[config.mk]
export PLATFORM = sky130hd
export DESIGN_NAME = dsc_chan
export DESIGN_NICKNAME = d
export VERILOG_FILES = /design/src/dsc_pkg.sv /design/src/dsc_buf.sv /design/src/dsc_chan.sv
export VERILOG_INCLUDE_DIRS = /design/src
export SDC_FILE = /design/constraint.sdc
export NUM_CORES = 1
export LEC_CHECK = 0
export BUFFER_PORTS_ARGS = -buffer_cell sky130_fd_sc_hd__buf_2
export CAP_MARGIN = 20
export CORE_UTILIZATION = 45
export DETAILED_ROUTE_END_ITERATION = 7
export GPL_ROUTABILITY_DRIVEN = 0
export PLACE_DENSITY = 0.74
export SKIP_LAST_GASP = 1
export SLEW_MARGIN = 10
export SYNTH_ARGS = -nofsm -noshare
export SYNTH_HDL_FRONTEND = slang
export SYNTH_SLANG_ARGS = --single-unit
export TNS_END_PERCENT = 20
[constraint.sdc]
create_clock -name clk_in -period 3.1 [get_ports clk_in]
set_clock_uncertainty 0.2 [all_clocks]
set_input_delay 0.31 -clock clk_in [delete_from_list [all_inputs] [get_ports clk_in]]
set_output_delay 0.31 -clock clk_in [all_outputs]
set_load 0.02 [all_outputs]
[src/dsc_cfg.svh]
`ifndef DSC_CFG_SVH
`define DSC_CFG_SVH
`define DSC_CNT_W      16
`define DSC_CNT_ZERO   16'h0000
`define DSC_CNT_ONE    16'h0001
`define DSC_CH_W       3
`define DSC_DATA_W     16
`define DSC_MODE_W     2
`define DSC_MODE_SINGLE 2'h0
`define DSC_MODE_BLOCK  2'h1
`define DSC_MODE_REP_SINGLE 2'h2
`define DSC_MODE_REP_BLOCK  2'h3
`define DSC_OWN_CH     3'h0
`endif

[src/dsc_pkg.sv]
`include "dsc_cfg.svh"
package dsc_pkg;
	typedef logic [`DSC_CNT_W-1:0] dsc_cnt_t;
	typedef enum logic [1:0] {
		DSC_IDLE = 2'h0,
		DSC_WAIT = 2'h1,
		DSC_XFER = 2'h3
	} dsc_state_t;
	typedef struct packed {
		logic                   wr;
		logic                   from_dma;
		logic [`DSC_CH_W-1:0]   ch;
		dsc_cnt_t               data;
	} dsc_wr_t;
	typedef struct packed {
		logic [`DSC_DATA_W-1:0] data;
	} dsc_word_t;
	typedef struct packed {
		logic rmw_active;
		logic dma_cycle;
		logic new_irq;
	} dsc_flag_t;
endpackage

[src/dsc_buf.sv]
`timescale 1ns/100ps
`default_nettype none
module dsc_buf
	import dsc_pkg::*;
(
	// clock, reset
	input  wire logic       clk_in,
	input  wire logic       arst_n_in,
	// fill side
	input  wire logic       in_valid_in,
	input  wire dsc_word_t  in_word_in,
	output var  logic       in_ready_out,
	// drain side
	output var  logic       out_valid_out,
	output var  dsc_word_t  out_word_out,
	input  wire logic       out_ready_in
);
	dsc_word_t  mem [2];
	logic       rd_ptr;
	logic       wr_ptr;
	logic [1:0] used;
	logic       next_rd_ptr;
	logic       next_wr_ptr;
	logic [1:0] next_used;
	logic       push;
	logic       pop;
	logic       has_word;
	logic       next_has_word;
	dsc_word_t  head;
	dsc_word_t  next_head;

	always_comb begin
		push        = in_valid_in && (used != 2'h2);
		pop         = (used != 2'h0) && out_ready_in;
		next_wr_ptr = wr_ptr ^ push;
		next_rd_ptr = rd_ptr ^ pop;
		next_used   = used + {1'b0, push} - {1'b0, pop};
		next_has_word = (next_used != 2'h0);
		next_head     = head;
		// head word kept in a register so the drain side sees a flop
		if (pop && (used == 2'h2)) begin
			next_head = mem[next_rd_ptr];
		end else if (push && ((used == 2'h0) || pop)) begin
			next_head = in_word_in;
		end
	end

	always_ff @(posedge clk_in or negedge arst_n_in) begin
		if (!arst_n_in) begin
			rd_ptr <= 1'b0;
			wr_ptr <= 1'b0;
			used   <= 2'h0;
			has_word <= 1'b0;
			head     <= '0;
		end else begin
			rd_ptr <= next_rd_ptr;
			wr_ptr <= next_wr_ptr;
			used   <= next_used;
			has_word <= next_has_word;
			head     <= next_head;
		end
	end

	always_ff @(posedge clk_in) begin
		if (push) begin
			mem[wr_ptr] <= in_word_in;
		end
	end

	assign in_ready_out  = (used != 2'h2);
	assign out_valid_out = has_word;
	assign out_word_out  = head;
endmodule
`default_nettype wire

[src/dsc_chan.sv]
`timescale 1ns/100ps
`default_nettype none
`include "dsc_cfg.svh"
module dsc_chan
	import dsc_pkg::*;
(
	// clock, reset
	input  wire logic       clk_in,
	input  wire logic       arst_n_in,
	// register writes
	input  wire dsc_wr_t    size_wr_in,
	input  wire logic       enable_wr_in,
	input  wire logic       enable_val_in,
	input  wire logic       enable_from_dma_in,
	input  wire logic [1:0] mode_in,
	// triggers and data
	input  wire logic       trig_in,
	input  wire dsc_word_t  src_word_in,
	// peripheral flag model
	input  wire dsc_flag_t  flag_in,
	input  wire logic       flag_clear_in,
	// outputs, drain ready input
	output logic            channel_enable_bit_out,
	output dsc_cnt_t        transfer_count_register_out,
	output logic            busy_out,
	output logic            done_out,
	output logic            irq_flag_out,
	output logic            out_valid_out,
	output dsc_word_t       out_word_out,
	input  wire logic       out_ready_in
);
	dsc_state_t state;
	dsc_state_t next_state;
	dsc_cnt_t   count;
	dsc_cnt_t   next_count;
	dsc_cnt_t   shadow;
	dsc_cnt_t   next_shadow;
	logic       en;
	logic       next_en;
	logic       done;
	logic       next_done;
	logic       irq;
	logic       next_irq;
	logic       busy;
	logic       buf_ready;
	logic       buf_valid;
	dsc_word_t  buf_word;
	logic       xfer_ok;
	logic       size_ok;
	logic       en_ok;

	function automatic logic cpu_write(input logic wr, input logic from_dma);
		return wr && !from_dma;
	endfunction

	dsc_buf u_buf (
		.clk_in        (clk_in),
		.arst_n_in     (arst_n_in),
		.in_valid_in   (state == DSC_XFER),
		.in_word_in    (src_word_in),
		.in_ready_out  (buf_ready),
		.out_valid_out (buf_valid),
		.out_word_out  (buf_word),
		.out_ready_in  (out_ready_in)
	);

	always_comb begin
		size_ok     = cpu_write(size_wr_in.wr, size_wr_in.from_dma);
		en_ok       = cpu_write(enable_wr_in, enable_from_dma_in);
		xfer_ok     = (state == DSC_XFER) && buf_ready;
		next_state  = state;
		next_count  = count;
		next_shadow = shadow;
		next_en     = en;
		next_done   = 1'b0;
		if (en_ok) begin
			next_en = enable_val_in;
		end
		// falling enable: no reload on silicon
		case (state)
			DSC_IDLE: begin
				if (en_ok && enable_val_in) begin
					next_state = DSC_WAIT;
				end
			end
			DSC_WAIT: begin
				if (trig_in) begin
					next_state = DSC_XFER;
				end
			end
			DSC_XFER: begin
				if (xfer_ok) begin
					if (count <= `DSC_CNT_ONE) begin
						next_count = shadow;
						next_done  = 1'b1;
						if (mode_in == `DSC_MODE_REP_SINGLE || mode_in == `DSC_MODE_REP_BLOCK) begin
							next_state = DSC_WAIT;
						end else begin
							next_state = DSC_IDLE;
							next_en    = 1'b0;
						end
					end else begin
						next_count = count - `DSC_CNT_ONE;
						next_state = DSC_WAIT;
					end
				end
			end
			default: next_state = DSC_IDLE;
		endcase
		if (state != DSC_IDLE && en_ok && !enable_val_in && count != `DSC_CNT_ZERO) begin
			next_state = DSC_WAIT;
		end
		if (size_ok) begin
			next_count = size_wr_in.data;
			if (state == DSC_IDLE && !en) begin
				next_shadow = size_wr_in.data;
			end
		end
		// RMW interleaved with dma cycle drops new flag; old stays
		next_irq = irq;
		if (flag_in.new_irq && !(flag_in.rmw_active && flag_in.dma_cycle)) begin
			next_irq = 1'b1;
		end else if (flag_clear_in) begin
			next_irq = 1'b0;
		end
		if (flag_in.rmw_active && flag_in.dma_cycle && !flag_clear_in && irq) begin
			next_irq = 1'b1;
		end
		busy = (next_state != DSC_IDLE);
	end

	always_ff @(posedge clk_in or negedge arst_n_in) begin
		if (!arst_n_in) begin
			state  <= DSC_IDLE;
			count  <= `DSC_CNT_ZERO;
			shadow <= `DSC_CNT_ZERO;
			en     <= 1'b0;
			done   <= 1'b0;
			irq    <= 1'b0;
			busy_out <= 1'b0;
		end else begin
			state  <= next_state;
			count  <= next_count;
			shadow <= next_shadow;
			en     <= next_en;
			done   <= next_done;
			irq    <= next_irq;
			busy_out <= busy;
		end
	end

	assign channel_enable_bit_out      = en;
	assign transfer_count_register_out = count;
	assign done_out                    = done;
	assign irq_flag_out                = irq;
	assign out_valid_out               = buf_valid;
	assign out_word_out                = buf_word;
endmodule
`default_nettype wire

==> impl_metrics.yaml, run 1 <==
status:
  outcome: "finished clean"
critical_path:
  reg2reg_setup_slack_ps: 340
  path_class: "reg2reg"
  worstPathArrival_ps: 2860
  crit_family: "simple AND/OR/NAND/NOR gates"
  end_kind: "flop"
  cp-start-kind: "flop"
  cp.required_ps: 3200
  cp_cell_sequence: "or4_1 -> or2_1 -> or4_1 -> a211oi_1 -> a221o_1"
  crit_fanout: 11
  worst-path-buf-inv: 0
  cpPeakStageDelay_ps: 670
  crit_slowest_cell: "or4_1"
  cpMostUsedCell: "or4_1"
global_route:
  grt_max_degree: 39
  grt_pass1_wl_um: 17200
  grtUsageTotal: 0.225
  grt_overflow: 0
  antenna_found_initial: 0
  grt_pass1_vias: 3506
detailed_routing:
  drt-vias-per-instance: 5.47
  routedLengthMet1_um: 4630
  met3_length_um: 600
  top_layer: "met4"
  detail_route.first_pass.iterations: 4
  num_vias: 3408
  final_antenna_net_count: 0
  dr_wl_met2_um: 4940
  wl_per_cell_um: 16.6
  first_iter_violations: 241
  drc: 0
  wl_um: 10400
cts:
  root_buffer: "clkbuf_8"
  cts_max_level: 3
  clk_pin_slew_worst_paths_ps: 100
  clock_latency_ps: 370
  clk_path_buf_depth: 2
  cts_sinks: 91
  numCtsBuffers: 9
  post_cts_buffers: 0
  cts_tree: "built"
final_layout:
  final_cell_mix: "82 x buf_2, 59 x dfrtp_1, 33 x dlygate4sd3_1"
  design_area_um2: 5390
  syn_to_final_growth_pct: 25.9
  nNetsFinal: 546
  final_common_cell: "buf_2"
  layout.cells.non_filler: 623
  antenna_cells: 0
  fin_util: 0.583
  drive_gt1_frac: 0.273
  nFillCells: 777
logic_synthesis:
  synth_top_family_by_area: "compound AO/OA/AOI/OAI gates"
  synth-adder-area-share: 0.0205
  ys_async_sr_fraction: 0.648
  synth_nets: 430
  synth_seq_cells: 91
  syn_avg_cell_area_um2: 11.5
  synth_compound_area_frac: 0.168
  muxShareOfSynthArea: 0.0816
  yosysWarnings: 0
  syn_area_um2: 4280
  synth_xor_xnor_area_share: 0.00994
  syn-instance-count: 373
  ys_types: 54
  synth-edff-count: 32
  ys_seq_area_frac: 0.570
  synth_simple_gate_area_frac: 0.116
  synthFlopType: "dfrtp_1"
timing:
  period_needed_ps: 2760
  timing.final.hold_violations: 0
  fin_crit_sh: 0.890
  setup_violations: 0
  tightestPinTransition_ps: 786
  fin_tns_setup_ps: 0
  rsz0062_at_grt: "no"
  holdWs_ps: 35.1
  layout_setup_ws_ps: 343
  max_freq_mhz: 363
  report.final.slew_viol_count: 0
  slew_headroom: 0.475
die:
  boundaryPins: 87
  core_um2: 9240
  die_width_um: 99.5
  die_area_um2: 9900
  placementRows: 35
  start_util: 0.463
  die_y_um: 99.5
placement:
  place_area_um2: 4860
  dp_worst_setup_slack_ps: 391
  dp.cells: 574
  hpwl_um: 6620
  io_buffers: 82
pwr:
  irDropWorstVdd_mv: 0.321
  power_density_nw_per_um2: 800
  p_leak_nw: 2.44
  p_total_mw: 4.31
min_path:
  hold_class: "in2reg"
job:
  maxCapViolations: 0
==> repair_timing <==
| action | 4_1_cts | 5_1_grt |
|---|---|---|
| hold endpoints to repair | 75 | 0 |
| gates resized for setup | 0 | 0 |
| hold buffers | 33 | 0 |
==> state kept, by name, indices dropped and copies added, names as in the netlist <==
register                     count
u_buf.used                       2
u_buf.mem                       32
transfer_count_register_out     16
u_buf.rd_ptr                     1
busy_out                         1
irq_flag_out                     1
u_buf.out_valid_out              1
channel_enable_bit_out           1
u_buf.wr_ptr                     1
done_out                         1
shadow                          16
u_buf.out_word_out              16
state                            2
==> report_power, final <==
part	internal (mW)	leakage [nW]	switching, mW
clock	0.382	0.102	0.442
sequential	1.58	1.02	0.216
combinational	0.661	1.31	1.03
total	2.62	2.44	1.69
==> cell usage after synthesis, types with 3 or more instances <==
cell,n,share of area
edfxtp_1,32,0.22
nand4_1,3,0.0044
a21oi_1,15,0.018
nand2_1,19,0.017
nor3_1,10,0.012
a31oi_1,4,0.0058
nand3_1,3,0.0035
inv_1,13,0.011
ha_1,7,0.020
mux2i_1,18,0.042
and3_1,4,0.0058
or4_1,6,0.011
o21ai_0,17,0.020
clkbuf_1,20,0.018
mux2_2,15,0.039
nor4_1,3,0.0044
a21o_1,20,0.035
nor2_1,32,0.028
a211oi_1,21,0.037
o31ai_1,7,0.012
dfrtp_1,59,0.35
==> routing by layer <==
metal / vias to the layer above / track usage
li1: 1619 / -
met1: 1636 / 0.310
met2: 131 / 0.347
met3: 22 / 0.0422
met4: 0 / 0.0995
met5: - / 0
==> path summary, 6_finish.rpt <==
path                                           startpoint  cells after the start                         endpoint
hold / removal                             size_wr_in[12]                      2  transfer_count_register_out[12]
min in group asynchronous                       arst_n_in                      2                        shadow[5]
max in group asynchronous                       arst_n_in                      3           u_buf.out_word_out[14]
setup / recovery           transfer_count_register_out[6]                      5  transfer_count_register_out[12]
hold reg to reg                    u_buf.out_word_out[14]                      1           u_buf.out_word_out[14]
setup reg to reg           transfer_count_register_out[6]                      5  transfer_count_register_out[12]
==> final cells by class <==
type	count	area [um^2]	area share
repair buffers	128	838	0.156
inverters	13	48.8	0.00906
flip-flops and latches	91	2440	0.452
well taps	129	161	0.0300
clock buffers	10	128	0.0237
clock inverters	6	70.1	0.0130
multi-input cells	246	1700	0.316
==> logic make-up (layout without fill, tap and decap cells) <==
group           Yosys count  after routing
flops                    91             91
buf+inv                  36            157
mux                      33             33
xor+xnor                  4              4
fa+ha+maj                 7              7
simple gates             98             98
compound gates          104            104
No activity file was read; power rests on OpenSTA's default activity.
==> inputs of run 2 (changes only) <==
Settings changed: CORE_ASPECT_RATIO set to 1.4.
==> impl_metrics.yaml, run 2 (synthesis results as in run 1) <==
status:
  outcome: "complete, but fails checks"
  violations: "design-rule violations"
pwr:
  irDropWorstVdd_mv: 0.388
  p_comb_frac: 0.351
  power.switching_mw: 1.71
  seqPwrFrac: 0.380
  p_total_mw: 4.74
  p_leak_nw: 2.49
  switching_share: 0.360
  internal_power_mw: 3.03
  power_density_nw_per_um2: 865
  p_clk_frac: 0.269
global_route:
  grt_pass1_vias: 3529
  grtUsageTotal: 0.218
  grt_max_degree: 33
  antenna_found_initial: 0
  grt_overflow: 0
  grt_pass1_wl_um: 16700
critical_path:
  rr_worst_depth: 5
  cp.depth: 5
  critPathLaunch: "transfer_count_register_out[6]"
  cp-endpoint: "transfer_count_register_out[12]"
  worst-path-buf-inv: 0
  end_kind: "flop"
  cp-start-kind: "flop"
  reg2reg_setup_slack_ps: 290
  cpPeakStageDelay_ps: 670
  crit_family: "simple AND/OR/NAND/NOR gates"
  path_class: "reg2reg"
  r2r-end: "transfer_count_register_out[12]"
  crit_slowest_cell: "or4_1"
  cp_cell_sequence: "or4_1 -> or2_1 -> nor2_1 -> o21ai_0 -> a221o_1"
  timing.rr.start: "transfer_count_register_out[6]"
  cp.required_ps: 3130
  crit_fanout: 11
  worstPathArrival_ps: 2840
detailed_routing:
  drc: 6
  wl_per_cell_um: 17.0
  detail_route.first_pass.iterations: 7
  drt-vias-per-instance: 5.74
  num_vias: 3435
  wl_um: 10200
  first_iter_violations: 168
  final_antenna_net_count: 0
final_layout:
  syn_to_final_growth_pct: 28.0
  fin_util: 0.600
  largest-register: "u_buf.mem"
  nNetsFinal: 543
  design_area_um2: 5480
  drive_gt1_frac: 0.281
  final_cell_mix: "82 x buf_2, 59 x dfrtp_1, 32 x nor2_1, 32 x edfxtp_1, 28 x dlygate4sd3_1"
  antenna_cells: 0
  final_common_cell: "buf_2"
  nFillCells: 741
  layout.cells.non_filler: 598
  largest_register_ffs: 32
job:
  maxCapViolations: 0
cts:
  cts_tree: "built"
  numCtsBuffers: 9
  cts_sinks: 91
  cts_hold_buf: 28
  clk_path_buf_depth: 2
  cts_max_level: 3
  post_cts_resized: 0
  clock_latency_ps: 350
  post_cts_buffers: 0
  clk_pin_slew_worst_paths_ps: 70
  root_buffer: "clkbuf_16"
timing:
  period_needed_ps: 2810
  report.final.slew_viol_count: 0
  slew_headroom: 0.593
  fin_tns_setup_ps: 0
  holdWs_ps: 8.20
  fin_crit_sh: 0.906
  tightestPinTransition_ps: 610
  layout_setup_ws_ps: 292
  timing.final.hold_violations: 0
  max_freq_mhz: 356
  rsz0062_at_grt: "no"
  setup_violations: 0
placement:
  dp.cells: 554
  hpwl_um: 6620
  place_area_um2: 4850
  io_buffers: 82
  dp_worst_setup_slack_ps: 344
die:
  start_util: 0.469
  boundaryPins: 87
  die_area_um2: 9910
  die_width_um: 84.4
  die_y_um: 117
  placementRows: 41
  core_um2: 9130
min_path:
  hold_class: "in2reg"
[run 2: cell types whose count changed in the layout (fill, tap and decap cells not counted), moves of 2 or more]
cell           previous run  this run
clkbuf_8                  9         0
buf_4                    13        15
clkinvlp_4                0         2
bufinv_16                 1         3
dlygate4sd3_1            33        28
clkbuf_16                 0         9
[run 2: area by class of cell]
class,count,area (um^2),area share
multi-input cells,246,1700,0.311
flip-flops and latches,91,2440,0.445
inverters,13,48.8,0.00891
clock inverters,7,123,0.0224
clock buffers,9,225,0.0411
repair buffers,125,803,0.147
well taps,107,134,0.0245
[run 2: how the worst min path moves through the flow]
| stage | from | endpoint | cells after the start |
|---|---|---|---|
| 4_1_cts | size_wr_in[11] | shadow[11] | 2 |
| 5_1_grt | size_wr_in[11] | shadow[11] | 2 |
| 2_1_floorplan | arst_n_in | busy_out | 0 |
| 3_3_place_gp | arst_n_in | u_buf.out_word_out[8] | 1 |
| 3_5_place_dp | arst_n_in | u_buf.out_word_out[8] | 1 |
| 6_report | size_wr_in[11] | shadow[11] | 2 |
[run 2: metal layers]
metal  vias to the layer above  global-route usage  routed length [um]
met5                         -                   0                   0
met4                         0              0.0922                 172
met3                        13              0.0436                 470
met2                       117               0.399                5450
met1                      1689               0.242                4090
li1                       1616                   -                   -
[run 2: power by group through the flow]
stage / logic, mW / clock network (mW) / registers (mW)
after floorplan: 0.951 / 0 / 1.98
final: 1.66 / 1.27 / 1.80
after global placement: 1.59 / 0 / 1.79
after detailed placement: 1.64 / 0 / 1.81
after CTS: 1.67 / 1.29 / 1.79
after global routing: 1.84 / 1.34 / 1.83
